==> config.mk <==
export PLATFORM = sky130hd
export DESIGN_NAME = bridge_bus_io_secondary_regs
export DESIGN_NICKNAME = d
export VERILOG_FILES = /design/src/core/bridge_bus_io_secondary_regs.v /design/src/core/latency_guard.v
export VERILOG_INCLUDE_DIRS = /design/src /design/src/core
export SDC_FILE = /design/constraint.sdc
export NUM_CORES = 1
export LEC_CHECK = 0
export BUFFER_PORTS_ARGS = -buffer_cell sky130_fd_sc_hd__buf_2
export CORE_MARGIN = 1
export CORE_UTILIZATION = 31
export CTS_BUF_LIST = sky130_fd_sc_hd__clkbuf_4 sky130_fd_sc_hd__clkbuf_8
export CTS_CLUSTER_DIAMETER = 60
export DETAILED_ROUTE_END_ITERATION = 7
export GPL_TIMING_DRIVEN = 0
export PLACE_DENSITY_LB_ADDON = 0.25
export SYNTH_ARGS = -nofsm -noshare
export SYNTH_HDL_FRONTEND = slang
export SYNTH_HIERARCHICAL = 1
export SYNTH_SLANG_ARGS = --single-unit
export TNS_END_PERCENT = 100
==> constraint.sdc <==
create_clock -name clk -period 5.6 [get_ports clk]
set_input_delay 1.12 -clock clk [delete_from_list [all_inputs] [get_ports clk]]
set_output_delay 1.12 -clock clk [all_outputs]
set_load 0.01 [all_outputs]
==> src/core/bridge_cfg_defs.vh <==
// bridge_cfg_defs.vh: offsets, field positions, reset values of the
// bridge bus-number, I/O window and secondary status registers.
// assumes: included by bare name from the core files.
`ifndef BRIDGE_CFG_DEFS_VH
`define BRIDGE_CFG_DEFS_VH

`define OFS_UPSTREAM_BUS 8'h18
`define OFS_DOWNSTREAM_BUS 8'h19
`define OFS_HIGHEST_BUS 8'h1A
`define OFS_LATENCY_LIMIT 8'h1B
`define OFS_IO_BOTTOM 8'h1C
`define OFS_IO_TOP 8'h1D
`define OFS_ERR_FLAGS_LO 8'h1E
`define OFS_ERR_FLAGS_HI 8'h1F
`define OFS_IO_BOTTOM_UPPER_LO 8'h30
`define OFS_IO_BOTTOM_UPPER_HI 8'h31
`define OFS_IO_TOP_UPPER_LO 8'h32
`define OFS_IO_TOP_UPPER_HI 8'h33

`define RST_BUS_NUM 8'h00
`define RST_LATENCY 8'h00
`define RST_IO_NIBBLE 4'h0
`define IO_DECODE_32 4'h1
`define RST_IO_UPPER 16'h0000
`define ERR_FIXED_BITS 16'h0200

`define ERR_PARITY_DET 15
`define ERR_SERR_RCVD 14
`define ERR_MABORT_RCVD 13
`define ERR_TABORT_RCVD 12
`define ERR_TABORT_SIG 11
`define ERR_DATA_PARITY 8

`define IO_LOW_BOTTOM 12'h000
`define IO_LOW_TOP 12'hFFF

`endif

==> src/core/bridge_bus_io_secondary_regs.v <==
// bridge_bus_io_secondary_regs.v: bus numbers, latency limit, I/O window
// and secondary status of a bridge configuration header.
// assumes: byte-wide config access decoded upstream; all inputs but sys_rst sync to clk.
`default_nettype none
`include "bridge_cfg_defs.vh"

// Function
// (RULE1) primary, secondary, subordinate numbers steer config forwarding; code decodes only secondary and subordinate, primary is stored only
// (RULE2) cycle for secondary bus number is issued as type 0
// (RULE3) cycle for bus above secondary within subordinate passes as type 1
// (RULE4) subordinate bus number: 8-bit read/write, resets to zero
// (RULE5) latency counter starts at zero on own frame, counts each clock
// (RULE6) after expiry, end own transaction once internal grant is withdrawn
// (RULE7) internal grant withdrawn whenever another master requests
// (RULE8) I/O base and limit low nibbles read 0001b; upper nibbles writable
// (RULE9) base nibble gives bits 15:12 of bottom; bits 11:0 zero
// (RULE10) limit nibble gives bits 15:12 of top; bits 11:0 ones
// (RULE11) bottom bits 31:16 come from base upper-half register
// (RULE12) top bits 31:16 come from limit upper-half register
// (RULE13) status flags clear on write one; zero leaves them
// (RULE14) bit 15 set on secondary parity error
// (RULE15) bit 14 set on received system error; never drive it
// (RULE16) bit 13 set when own cycle ends in master abort
// (RULE17) bit 12 set when own cycle gets target abort
// (RULE18) bit 11 set when bridge signals target abort
// (RULE19) bits 10:9 read fixed 01b
// (RULE20) bit 8 set on error-line while master with response enabled
// (RULE21) bits 7 to 0 read zero
// (RULE22) I/O address in window if between base and limit inclusive
// (RULE23) type 1 forwarded only for bus from secondary to subordinate
module bridge_bus_io_secondary_regs #(
    parameter LAT_WIDTH = 8
) (
    input wire clk, // clock
    input wire sys_rst, // async reset, high
    input wire cfg_wr, // config write strobe, one byte
    input wire cfg_rd, // config read strobe, one byte
    input wire [7:0] cfg_addr, // config byte offset
    input wire [7:0] cfg_wdata, // write byte
    output reg [7:0] cfg_rdata, // read byte, registered
    input wire fwd_valid, // type 1 config cycle seen upstream
    input wire [7:0] fwd_bus, // its target bus number
    output reg fwd_hit, // cycle passes the bridge
    output reg fwd_type0, // issue downstream as type 0
    output reg fwd_type1, // pass downstream as type 1
    input wire [31:0] io_addr, // I/O address under test
    output reg io_in_window, // address inside forwarding window
    output reg [31:0] io_bottom_addr, // assembled window bottom
    output reg [31:0] io_top_addr, // assembled window top
    input wire frame_start, // bridge asserts secondary frame
    input wire xfer_done, // bridge secondary transaction over
    input wire other_req, // another secondary master requests
    output wire grant_internal, // internal secondary grant
    output wire must_stop, // end own secondary transaction now
    input wire parity_err, // parity error on secondary side
    input wire serr_seen, // secondary system error line asserted
    output wire serr_drive, // never driven: stays 0
    input wire master_abort, // own cycle master-aborted
    input wire target_abort_rcvd, // own cycle target-aborted
    input wire target_abort_sig, // bridge signaled target abort
    input wire perr_seen, // secondary data parity line asserted
    input wire is_master, // bridge is master this cycle
    input wire perr_resp_en, // parity error response enable
    output wire [15:0] err_flags // secondary status view
);
    // ************************************************************
    // register storage
    // ************************************************************
    reg [7:0] upstream_bus_num_reg;
    reg [7:0] downstream_bus_num_reg;
    reg [7:0] highest_bus_num_reg;
    reg [7:0] latency_limit_reg;
    reg [3:0] io_bottom_nib_reg;
    reg [3:0] io_top_nib_reg;
    reg [15:0] io_bottom_upper_reg;
    reg [15:0] io_top_upper_reg;
    reg [5:0] flag_reg; // bits 15..11 and 8
    reg [5:0] flag_set;
    reg [5:0] flag_clr;
    reg [15:0] err_view;
    reg [7:0] rdata_next;
    wire [7:0] io_bottom_byte;
    wire [7:0] io_top_byte;
    wire [31:0] bottom_next;
    wire [31:0] top_next;

    assign io_bottom_byte = {io_bottom_nib_reg, `IO_DECODE_32}; // RULE8
    assign io_top_byte = {io_top_nib_reg, `IO_DECODE_32}; // RULE8
    assign serr_drive = 1'b0; // RULE15

    // ************************************************************
    // writes
    // ************************************************************
    always @(posedge clk or posedge sys_rst) begin
        if (sys_rst) begin
            upstream_bus_num_reg <= `RST_BUS_NUM;
            downstream_bus_num_reg <= `RST_BUS_NUM;
            highest_bus_num_reg <= `RST_BUS_NUM; // RULE4
            latency_limit_reg <= `RST_LATENCY;
            io_bottom_nib_reg <= `RST_IO_NIBBLE;
            io_top_nib_reg <= `RST_IO_NIBBLE;
            io_bottom_upper_reg <= `RST_IO_UPPER;
            io_top_upper_reg <= `RST_IO_UPPER;
        end else if (cfg_wr) begin
            case (cfg_addr)
                `OFS_UPSTREAM_BUS: upstream_bus_num_reg <= cfg_wdata;
                `OFS_DOWNSTREAM_BUS: downstream_bus_num_reg <= cfg_wdata;
                `OFS_HIGHEST_BUS: highest_bus_num_reg <= cfg_wdata; // RULE4
                `OFS_LATENCY_LIMIT: latency_limit_reg <= cfg_wdata;
                `OFS_IO_BOTTOM: io_bottom_nib_reg <= cfg_wdata[7:4]; // RULE8
                `OFS_IO_TOP: io_top_nib_reg <= cfg_wdata[7:4]; // RULE8
                `OFS_IO_BOTTOM_UPPER_LO:
                    io_bottom_upper_reg[7:0] <= cfg_wdata;
                `OFS_IO_BOTTOM_UPPER_HI:
                    io_bottom_upper_reg[15:8] <= cfg_wdata;
                `OFS_IO_TOP_UPPER_LO: io_top_upper_reg[7:0] <= cfg_wdata;
                `OFS_IO_TOP_UPPER_HI: io_top_upper_reg[15:8] <= cfg_wdata;
                default: begin
                end
            endcase
        end
    end

    // ************************************************************
    // secondary status flags
    // ************************************************************
    always @* begin
        flag_set = {parity_err, // RULE14
                    serr_seen, // RULE15
                    master_abort, // RULE16
                    target_abort_rcvd, // RULE17
                    target_abort_sig, // RULE18
                    perr_seen && is_master && perr_resp_en}; // RULE20
        flag_clr = 6'h00;
        // bit 8 lives in the high byte, so its clear rides on bit 0 there
        if (cfg_wr && cfg_addr == `OFS_ERR_FLAGS_HI) begin
            flag_clr[5:1] = cfg_wdata[7:3]; // RULE13
            flag_clr[0] = cfg_wdata[0]; // RULE13
        end
    end

    // a new event in the clearing cycle survives: set beats clear
    always @(posedge clk or posedge sys_rst) begin
        if (sys_rst)
            flag_reg <= 6'h00;
        else
            flag_reg <= (flag_reg & ~flag_clr) | flag_set; // RULE13
    end

    always @* begin
        err_view = `ERR_FIXED_BITS; // RULE19 RULE21
        err_view[`ERR_PARITY_DET] = flag_reg[5];
        err_view[`ERR_SERR_RCVD] = flag_reg[4];
        err_view[`ERR_MABORT_RCVD] = flag_reg[3];
        err_view[`ERR_TABORT_RCVD] = flag_reg[2];
        err_view[`ERR_TABORT_SIG] = flag_reg[1];
        err_view[`ERR_DATA_PARITY] = flag_reg[0];
    end
    assign err_flags = err_view;

    // ************************************************************
    // reads
    // ************************************************************
    always @* begin
        case (cfg_addr)
            `OFS_UPSTREAM_BUS: rdata_next = upstream_bus_num_reg;
            `OFS_DOWNSTREAM_BUS: rdata_next = downstream_bus_num_reg;
            `OFS_HIGHEST_BUS: rdata_next = highest_bus_num_reg;
            `OFS_LATENCY_LIMIT: rdata_next = latency_limit_reg;
            `OFS_IO_BOTTOM: rdata_next = io_bottom_byte;
            `OFS_IO_TOP: rdata_next = io_top_byte;
            `OFS_ERR_FLAGS_LO: rdata_next = err_view[7:0];
            `OFS_ERR_FLAGS_HI: rdata_next = err_view[15:8];
            `OFS_IO_BOTTOM_UPPER_LO: rdata_next = io_bottom_upper_reg[7:0];
            `OFS_IO_BOTTOM_UPPER_HI: rdata_next = io_bottom_upper_reg[15:8];
            `OFS_IO_TOP_UPPER_LO: rdata_next = io_top_upper_reg[7:0];
            `OFS_IO_TOP_UPPER_HI: rdata_next = io_top_upper_reg[15:8];
            default: rdata_next = 8'h00;
        endcase
    end

    always @(posedge clk or posedge sys_rst) begin
        if (sys_rst)
            cfg_rdata <= 8'h00;
        else if (cfg_rd)
            cfg_rdata <= rdata_next;
    end

    // ************************************************************
    // forwarding decode and I/O window
    // ************************************************************
    assign bottom_next = {io_bottom_upper_reg, io_bottom_nib_reg,
                          `IO_LOW_BOTTOM}; // RULE9 RULE11
    assign top_next = {io_top_upper_reg, io_top_nib_reg,
                       `IO_LOW_TOP}; // RULE10 RULE12

    always @(posedge clk or posedge sys_rst) begin
        if (sys_rst) begin
            fwd_hit <= 1'b0;
            fwd_type0 <= 1'b0;
            fwd_type1 <= 1'b0;
            io_in_window <= 1'b0;
            io_bottom_addr <= 32'h0000_0000;
            io_top_addr <= 32'h0000_0000;
        end else begin
            // bus range check uses secondary and subordinate numbers
            fwd_hit <= fwd_valid && fwd_bus >= downstream_bus_num_reg
                       && fwd_bus <= highest_bus_num_reg; // RULE1 RULE23
            fwd_type0 <= fwd_valid
                         && fwd_bus == downstream_bus_num_reg; // RULE2
            fwd_type1 <= fwd_valid && fwd_bus > downstream_bus_num_reg
                         && fwd_bus <= highest_bus_num_reg; // RULE3
            io_bottom_addr <= bottom_next;
            io_top_addr <= top_next;
            io_in_window <= io_addr >= bottom_next
                            && io_addr <= top_next; // RULE22
        end
    end

    // ************************************************************
    // secondary latency
    // ************************************************************
    latency_guard #(
        .WIDTH(LAT_WIDTH)
    ) u_latency (
        .clk(clk),
        .sys_rst(sys_rst),
        .limit(latency_limit_reg[LAT_WIDTH-1:0]),
        .frame_start(frame_start),
        .xfer_done(xfer_done),
        .other_req(other_req),
        .timer_expired(),
        .grant_internal(grant_internal), // RULE7
        .must_stop(must_stop) // RULE6
    );
endmodule // bridge_bus_io_secondary_regs

`default_nettype wire

==> src/core/latency_guard.v <==
// latency_guard.v: secondary master latency counter and internal grant.
// assumes: frame_start pulses on the cycle the bridge asserts its frame.
`default_nettype none

module latency_guard #(
    parameter WIDTH = 8
) (
    input wire clk, // clock
    input wire sys_rst, // async reset, high
    input wire [WIDTH-1:0] limit, // programmed latency limit
    input wire frame_start, // bridge starts as initiator
    input wire xfer_done, // bridge transaction ended
    input wire other_req, // another secondary master requests
    output reg timer_expired, // counter reached limit
    output wire grant_internal, // internal secondary grant
    output wire must_stop // bridge must end its transaction
);
    reg active_reg;
    reg [WIDTH-1:0] count_reg;

    always @(posedge clk or posedge sys_rst) begin
        if (sys_rst) begin
            active_reg <= 1'b0;
            count_reg <= {WIDTH{1'b0}};
            timer_expired <= 1'b0;
        end else if (frame_start) begin
            active_reg <= 1'b1;
            count_reg <= {WIDTH{1'b0}}; // RULE5
            timer_expired <= 1'b0;
        end else if (xfer_done) begin
            active_reg <= 1'b0;
            timer_expired <= 1'b0;
        end else if (active_reg) begin
            if (count_reg != limit)
                count_reg <= count_reg + 1'b1; // RULE5
            else
                timer_expired <= 1'b1;
        end
    end

    // grant drops as soon as another master asks
    assign grant_internal = !other_req; // RULE7
    assign must_stop = active_reg && timer_expired && !grant_internal; // RULE6
endmodule // latency_guard

`default_nettype wire

==> results of run 1 <==
[how the worst max path moves through the flow]
stage          slack (ps)   startpoint  cells past startpoint                  to
2_1_floorplan         980      sys_rst                      1        cfg_rdata[0]
3_3_place_gp         -740      sys_rst                      2  io_bottom_addr[19]
3_5_place_dp         2370  cfg_addr[7]                      7         flag_reg[0]
4_1_cts              2870  cfg_addr[7]                      7         flag_reg[0]
5_1_grt              2680  cfg_addr[7]                      7         flag_reg[2]
6_report             2870  cfg_addr[7]                      7         flag_reg[0]
[power breakdown]
| group | leakage [nW] | internal, mW | switching [mW] |
|---|---|---|---|
| clock network | 0.199 | 0.411 | 0.440 |
| registers | 1.85 | 1.06 | 0.0359 |
| logic | 2.56 | 0.138 | 0.188 |
[layer usage]
| metal | vias to the layer above | wire length, microns |
|---|---|---|
| met5 | - | 13 |
| met4 | 2 | 518 |
| met3 | 32 | 1176 |
| met2 | 198 | 9695 |
| met1 | 2823 | 9433 |
| li1 | 2788 | - |
[critical path, delay by kind of cell]
family                 cells  cell delay (ps)
AO/OA/AOI/OAI              1              220
buffers and inverters      2              300
AND/OR/NAND/NOR            4             1420
[cell families after synthesis]
logic type	after synthesis	synth area share, %
and+or+nand+nor	160	11.58
buffers and inverters	124	8.204
AOI/OAI and AO/OA	127	11.13
other	2	0.09928
DFF	141	46.64
xor gates and xnor gates	8	0.9263
adders and majority gates	57	9.428
muxes	79	11.99
[metrics by stage]
stage / std cells / power, mW
finish: 1212 / 2.277
global route: 1212 / 2.393
CTS: 1212 / 2.305
detailed placement: 1180 / 1.448
global placement: 1179 / 1.440
floorplan: 720 / 1.316
[final cells by class]
type	instances	area (sq um)	area share, %
clock inverter	15	175.2	1.906
multi-input combinational	455	3498	38.07
tap	319	399.1	4.344
clock buffer	17	234.0	2.546
sequential	141	3528	38.40
buffer	60	380.4	4.139
timing repair buffer	141	728.2	7.925
inverter	64	245.2	2.669
[Yosys cell counts, types with 5 or more instances]
cell type  instances  share of area, %
a21o_1            11               1.1
nand2b_1           5              0.41
buf_4             35               3.5
dfrtp_1          141                47
nand4_1           23               1.9
a22oi_1            6              0.60
nand2_1           51               2.5
inv_1             63               3.1
mux2_2            63               9.4
ha_1              57               9.4
o22ai_1            5              0.41
clkbuf_1          11              0.55
nor2b_1           12              0.99
a21oi_1           38               2.5
and3_1             9              0.74
nand3_1           11              0.73
mux2_1             6              0.89
o221ai_1           5              0.58
buf_2             13              0.86
mux2i_1            7              0.93
xor2_1             8              0.93
o2bb2ai_1          5              0.58
nor2_1            19              0.94
nor3_1             6              0.40
o21ai_0           23               1.5
[cells in the final DEF, fill, tap and decap left out, types with 4 or more instances in the layout]
cell and instances:
o221ai_1 5, nor2b_1 12, o32ai_1 4, a22oi_1 6
nor4_1 4, mux2i_1 7, nor3_1 6, o2bb2ai_1 5
o21ai_0 23, nand2_1 51, dfrtp_1 141, and3_1 9
clkbuf_1 11, clkbuf_8 17, buf_4 35, a21o_1 11
nand3_1 11, a21oi_1 38, buf_2 153, nand3_2 4
mux2_1 6, ha_1 57, inv_1 62, nand4_1 23
xor2_1 8, nor2_1 19, a31oi_1 4, mux2_2 63
o22ai_1 5, conb_1 24, inv_6 8, nand2b_1 5
==> results.toml, run 1 <==
[sta]
finalSetupViolCount = 0
rsz0062_at_grt = "false"
hold_ws_ps = 395.3
fin_skew_ps = 14.74
max_freq_ghz = 0.3664
slew_violations = 0
relSlewSlack_pct = 42.81
timing.final.ws_setup_ps = 2871
min_period_ps = 2729
post-route-period-util_pct = 48.74
setup_tns_ps = 0
worst_pin_slew_ps = 850.8
final-hold-violation-count = 0

[critical_path]
reg2reg_to = "io_in_window"
crit_path_cell_trace = "buf_2, nor3b_2, buf_6, nand3_1, nor2_1, nand2_1, a32o_1"
r2r_setup_slack_ps = 3310
max_stage_delay_ps = 670
reg2reg_from = "io_bottom_upper_reg[13]"
crit_arrival_ps = 3070
crit_fanout = 10
reg2reg_depth = 7
endpoint_kind = "register"
cp.required_ps = 5940
start_kind = "input port"
critical_path_class = "in2reg"
slowest_stage = "nor2_1"

[cts]
htree_levels = 4
clk_pin_slew_ps = 90
numCtsBuffers = 17
cts_resized = 0
cts_sinks = 141
clock-root-buffer = "clkbuf_8"
cts_setup_buffers = 0
clock_latency_ps = 460
hold_buffers = 0
cts_tree = "done"
ctsLongestPathBuffers = 2

[global_route]
grt_use_met3_pct = 3.942
gr-usage-met1_pct = 22.22
grt_pass1_wl_mm = 32.29
grt_usage_pct = 17.43
grt_max_degree = 77
grt_pass1_vias = 5840
antenna_found_initial = 1
use_met2_pct = 28.72
top_usage_layer = "met2"
gr-total-overflow = 0

[detailed_routing]
routedWlPerCell_microns = 17.19
totalWireLength_mm = 20.84
ant_nets = 0
vias = 5843
via_per_inst = 4.821
firstDrtPassIters = 5
drtIter0Drc = 297
route.detailed.drc = 0

[placement]
placed_area_sq_mm = 0.008780
routabilityCongestion = 0.8726
place_ws_ps = 2375
dp_hpwl_mm = 16.15
io_buffers = 140

[final_layout]
synthToLayoutAreaGrowth_pct = 21.47
stdcell_area_sq_mm = 0.009189
reg_top3 = "io_top_addr: 21 flops, io_bottom_addr: 20 flops"
utilization_pct = 38.80
largest_register_ffs = 21
finalNetCount = 1009
n_antenna_cell = 0
top_register = "io_top_addr"
drive_gt1_share_pct = 34.15
nFillCells = 2426

[synth]
async_reset_ff_share_pct = 100.0
ys_ff_latch = 141
synth_cell_type_count = 61
ys_warn_count = 6
syn_area_sq_mm = 0.007565
netlist_instances = 698
synth_top_flop_cell = "dfrtp_1"
synth.avg_cell_area_sq_um = 10.84
synth_edf_count = 0
yosysSeqAreaShare_pct = 46.64

[floorplanning]
die_x_microns = 158.2
dieHeight_microns = 158.2
start_util_pct = 31.94
die_area_sq_mm = 0.02503
core_sq_mm = 0.02368
boundaryPins = 167
rows = 56

[worst_hold_path]
min_to = "io_bottom_addr[23]"
hold_class = "reg2reg"
whs_path_depth = 0
min-delay-start = "io_bottom_upper_reg[7]"

[power]
powerDensity_mw_per_mm2 = 247.8
peakVddDrop_uv = 102.0
leakagePower_nw = 4.603

[flow_run]
drv_cap = 0

[status]
status = "completed"
No activity file was read; power rests on OpenSTA's default activity.
==> run 2, diff against run 1 <==
Clock period 5.6 ns to 2.9 ns, I/O delays scaled along.
==> run 2 against run 1 <==
Clock power up 94%. Power increased by 94%. Via count grew 0.70%. Worst hold slack lost 290 ps. Final cell count grew 0.41%. Routed wire length increased by 2.0%. Clock skew fell by 2.5 ps. Die area unchanged. Critical path type is now reg2reg. Highest routed layer is now met4.
==> results.toml, run 2 (same netlist as run 1, synthesis figures left out) <==
[sta]
hold_ws_ps = 100.4
post-route-period-util_pct = 77.05
final-hold-violation-count = 0
fin_skew_ps = 12.27
rsz0062_at_grt = "false"
relSlewSlack_pct = 44.42
finalSetupViolCount = 0
min_period_ps = 2234
setup_tns_ps = 0
max_freq_ghz = 0.4475
slew_violations = 0
timing.final.ws_setup_ps = 665.5
worst_pin_slew_ps = 826.8

[detailed_routing]
firstDrtPassIters = 4
drtIter0Drc = 296
via_per_inst = 4.835
ant_nets = 0
vias = 5884
routedWlPerCell_microns = 17.46
route.detailed.drc = 0
totalWireLength_mm = 21.25

[final_layout]
nFillCells = 2396
finalNetCount = 1012
stdcell_area_sq_mm = 0.009246
drive_gt1_share_pct = 34.38
final_common_cell = "buf_2"
top_register = "io_top_addr"
reg_top3 = "io_top_addr: 21 flops, io_bottom_addr: 20 flops"
final_cells = 1217
utilization_pct = 39.04
synthToLayoutAreaGrowth_pct = 22.23
mostFrequentLayoutCells = "buf_2 (153), dfrtp_1 (141), mux2_2 (63)"
largest_register_ffs = 21

[global_route]
gr-total-overflow = 0
grt_max_degree = 40
grt_pass1_wl_mm = 32.86
grt_usage_pct = 17.68
antenna_found_initial = 2
grt_pass1_vias = 5741

[cts]
cts_tree = "done"
clk_pin_slew_ps = 90
htree_levels = 4
cts_sinks = 141
ctsLongestPathBuffers = 2
clock-root-buffer = "clkbuf_8"
clock_latency_ps = 460
cts_resized = 0
numCtsBuffers = 17
cts_setup_buffers = 0
hold_buffers = 0

[floorplanning]
start_util_pct = 31.94
core_sq_mm = 0.02368
dieHeight_microns = 158.2
boundaryPins = 167
die_area_sq_mm = 0.02503
rows = 56
die_x_microns = 158.2

[critical_path]
cp.required_ps = 3290
critical_path_class = "reg2reg"
endpoint_kind = "register"
start_kind = "register"
crit_arrival_ps = 2620
crit_fanout = 4

[placement]
dp.cells = 1183
dp_hpwl_mm = 16.46
place_ws_ps = 209.8
placed_area_sq_mm = 0.008831
io_buffers = 140
routabilityCongestion = 0.8891

[power]
powerDensity_mw_per_mm2 = 476.9
switching_share_pct = 28.75
p_sw_mw = 1.268
p_clk_share_pct = 37.3
p_int_mw = 3.142
leakagePower_nw = 4.624
seqPwrFrac_pct = 48.2
comb_power_share_pct = 14.5
totalPowerFinal_mw = 4.409
peakVddDrop_uv = 175.0

[worst_hold_path]
hold_class = "in2async"

[status]
status = "completed"

[flow_run]
drv_cap = 0
run 2: cell count changes in the layout (fill, tap and decap cells not counted):
cell,before,now
buf_12,0,4
buf_16,1,0
clkbuf_4,0,1
clkbuf_8,17,18
clkinv_4,1,3
clkinvlp_4,3,4
diode_2,0,2
inv_6,8,4
inv_8,2,1
run 2: worst paths after layout:
check                           cells past startpoint                    start               to  slack [ps]
worst max-delay path                                7  io_bottom_upper_reg[15]     io_in_window         670
worst min-delay path                                2                  sys_rst  io_top_addr[23]         100
worst max register to register                      7  io_bottom_upper_reg[15]     io_in_window         670
worst min register to register                      0        io_top_nib_reg[2]  io_top_addr[14]         400
max in group asynchronous                           5                  sys_rst  io_top_addr[19]        1840
min in group clk                                    2               parity_err      flag_reg[5]         290
run 2: critical path: stages (launching register included):
cell and delay (ps):
dfrtp_1 420, inv_1 60, ha_1 300, nand4_1 190
or4_4 610, a2111oi_2 340, nor4_1 110, a31oi_1 140
run 2: layout make-up:
class	count	area, sq um	share of cell area, %
sequential	141	3528	38.16
multi-input combinational	455	3498	37.83
timing repair buffer	144	780.7	8.444
tap	319	399.1	4.317
buffer	60	380.4	4.114
clock buffer	19	255.2	2.760
inverter	64	244.0	2.639
clock inverter	13	155.1	1.678
antenna	2	5.005	0.05413
run 2: layer usage:
layer | track usage, % | vias up | part of all wire (%)
li1 | - | 2808 | -
met1 | 23.20 | 2852 | 46
met2 | 28.93 | 195 | 47
met3 | 3.367 | 29 | 5.5
met4 | 6.273 | 0 | 1.8
met5 | 0 | - | 0
run 2: power by group through the flow:
stage	Sequential (mW)	Combinational (mW)	Clock [mW]
after floorplan	2.15	0.389	0
after global placement	2.16	0.619	0
after detailed placement	2.16	0.638	0
after CTS	2.13	0.642	1.69
after global routing	2.14	0.725	1.77
final	2.12	0.639	1.65
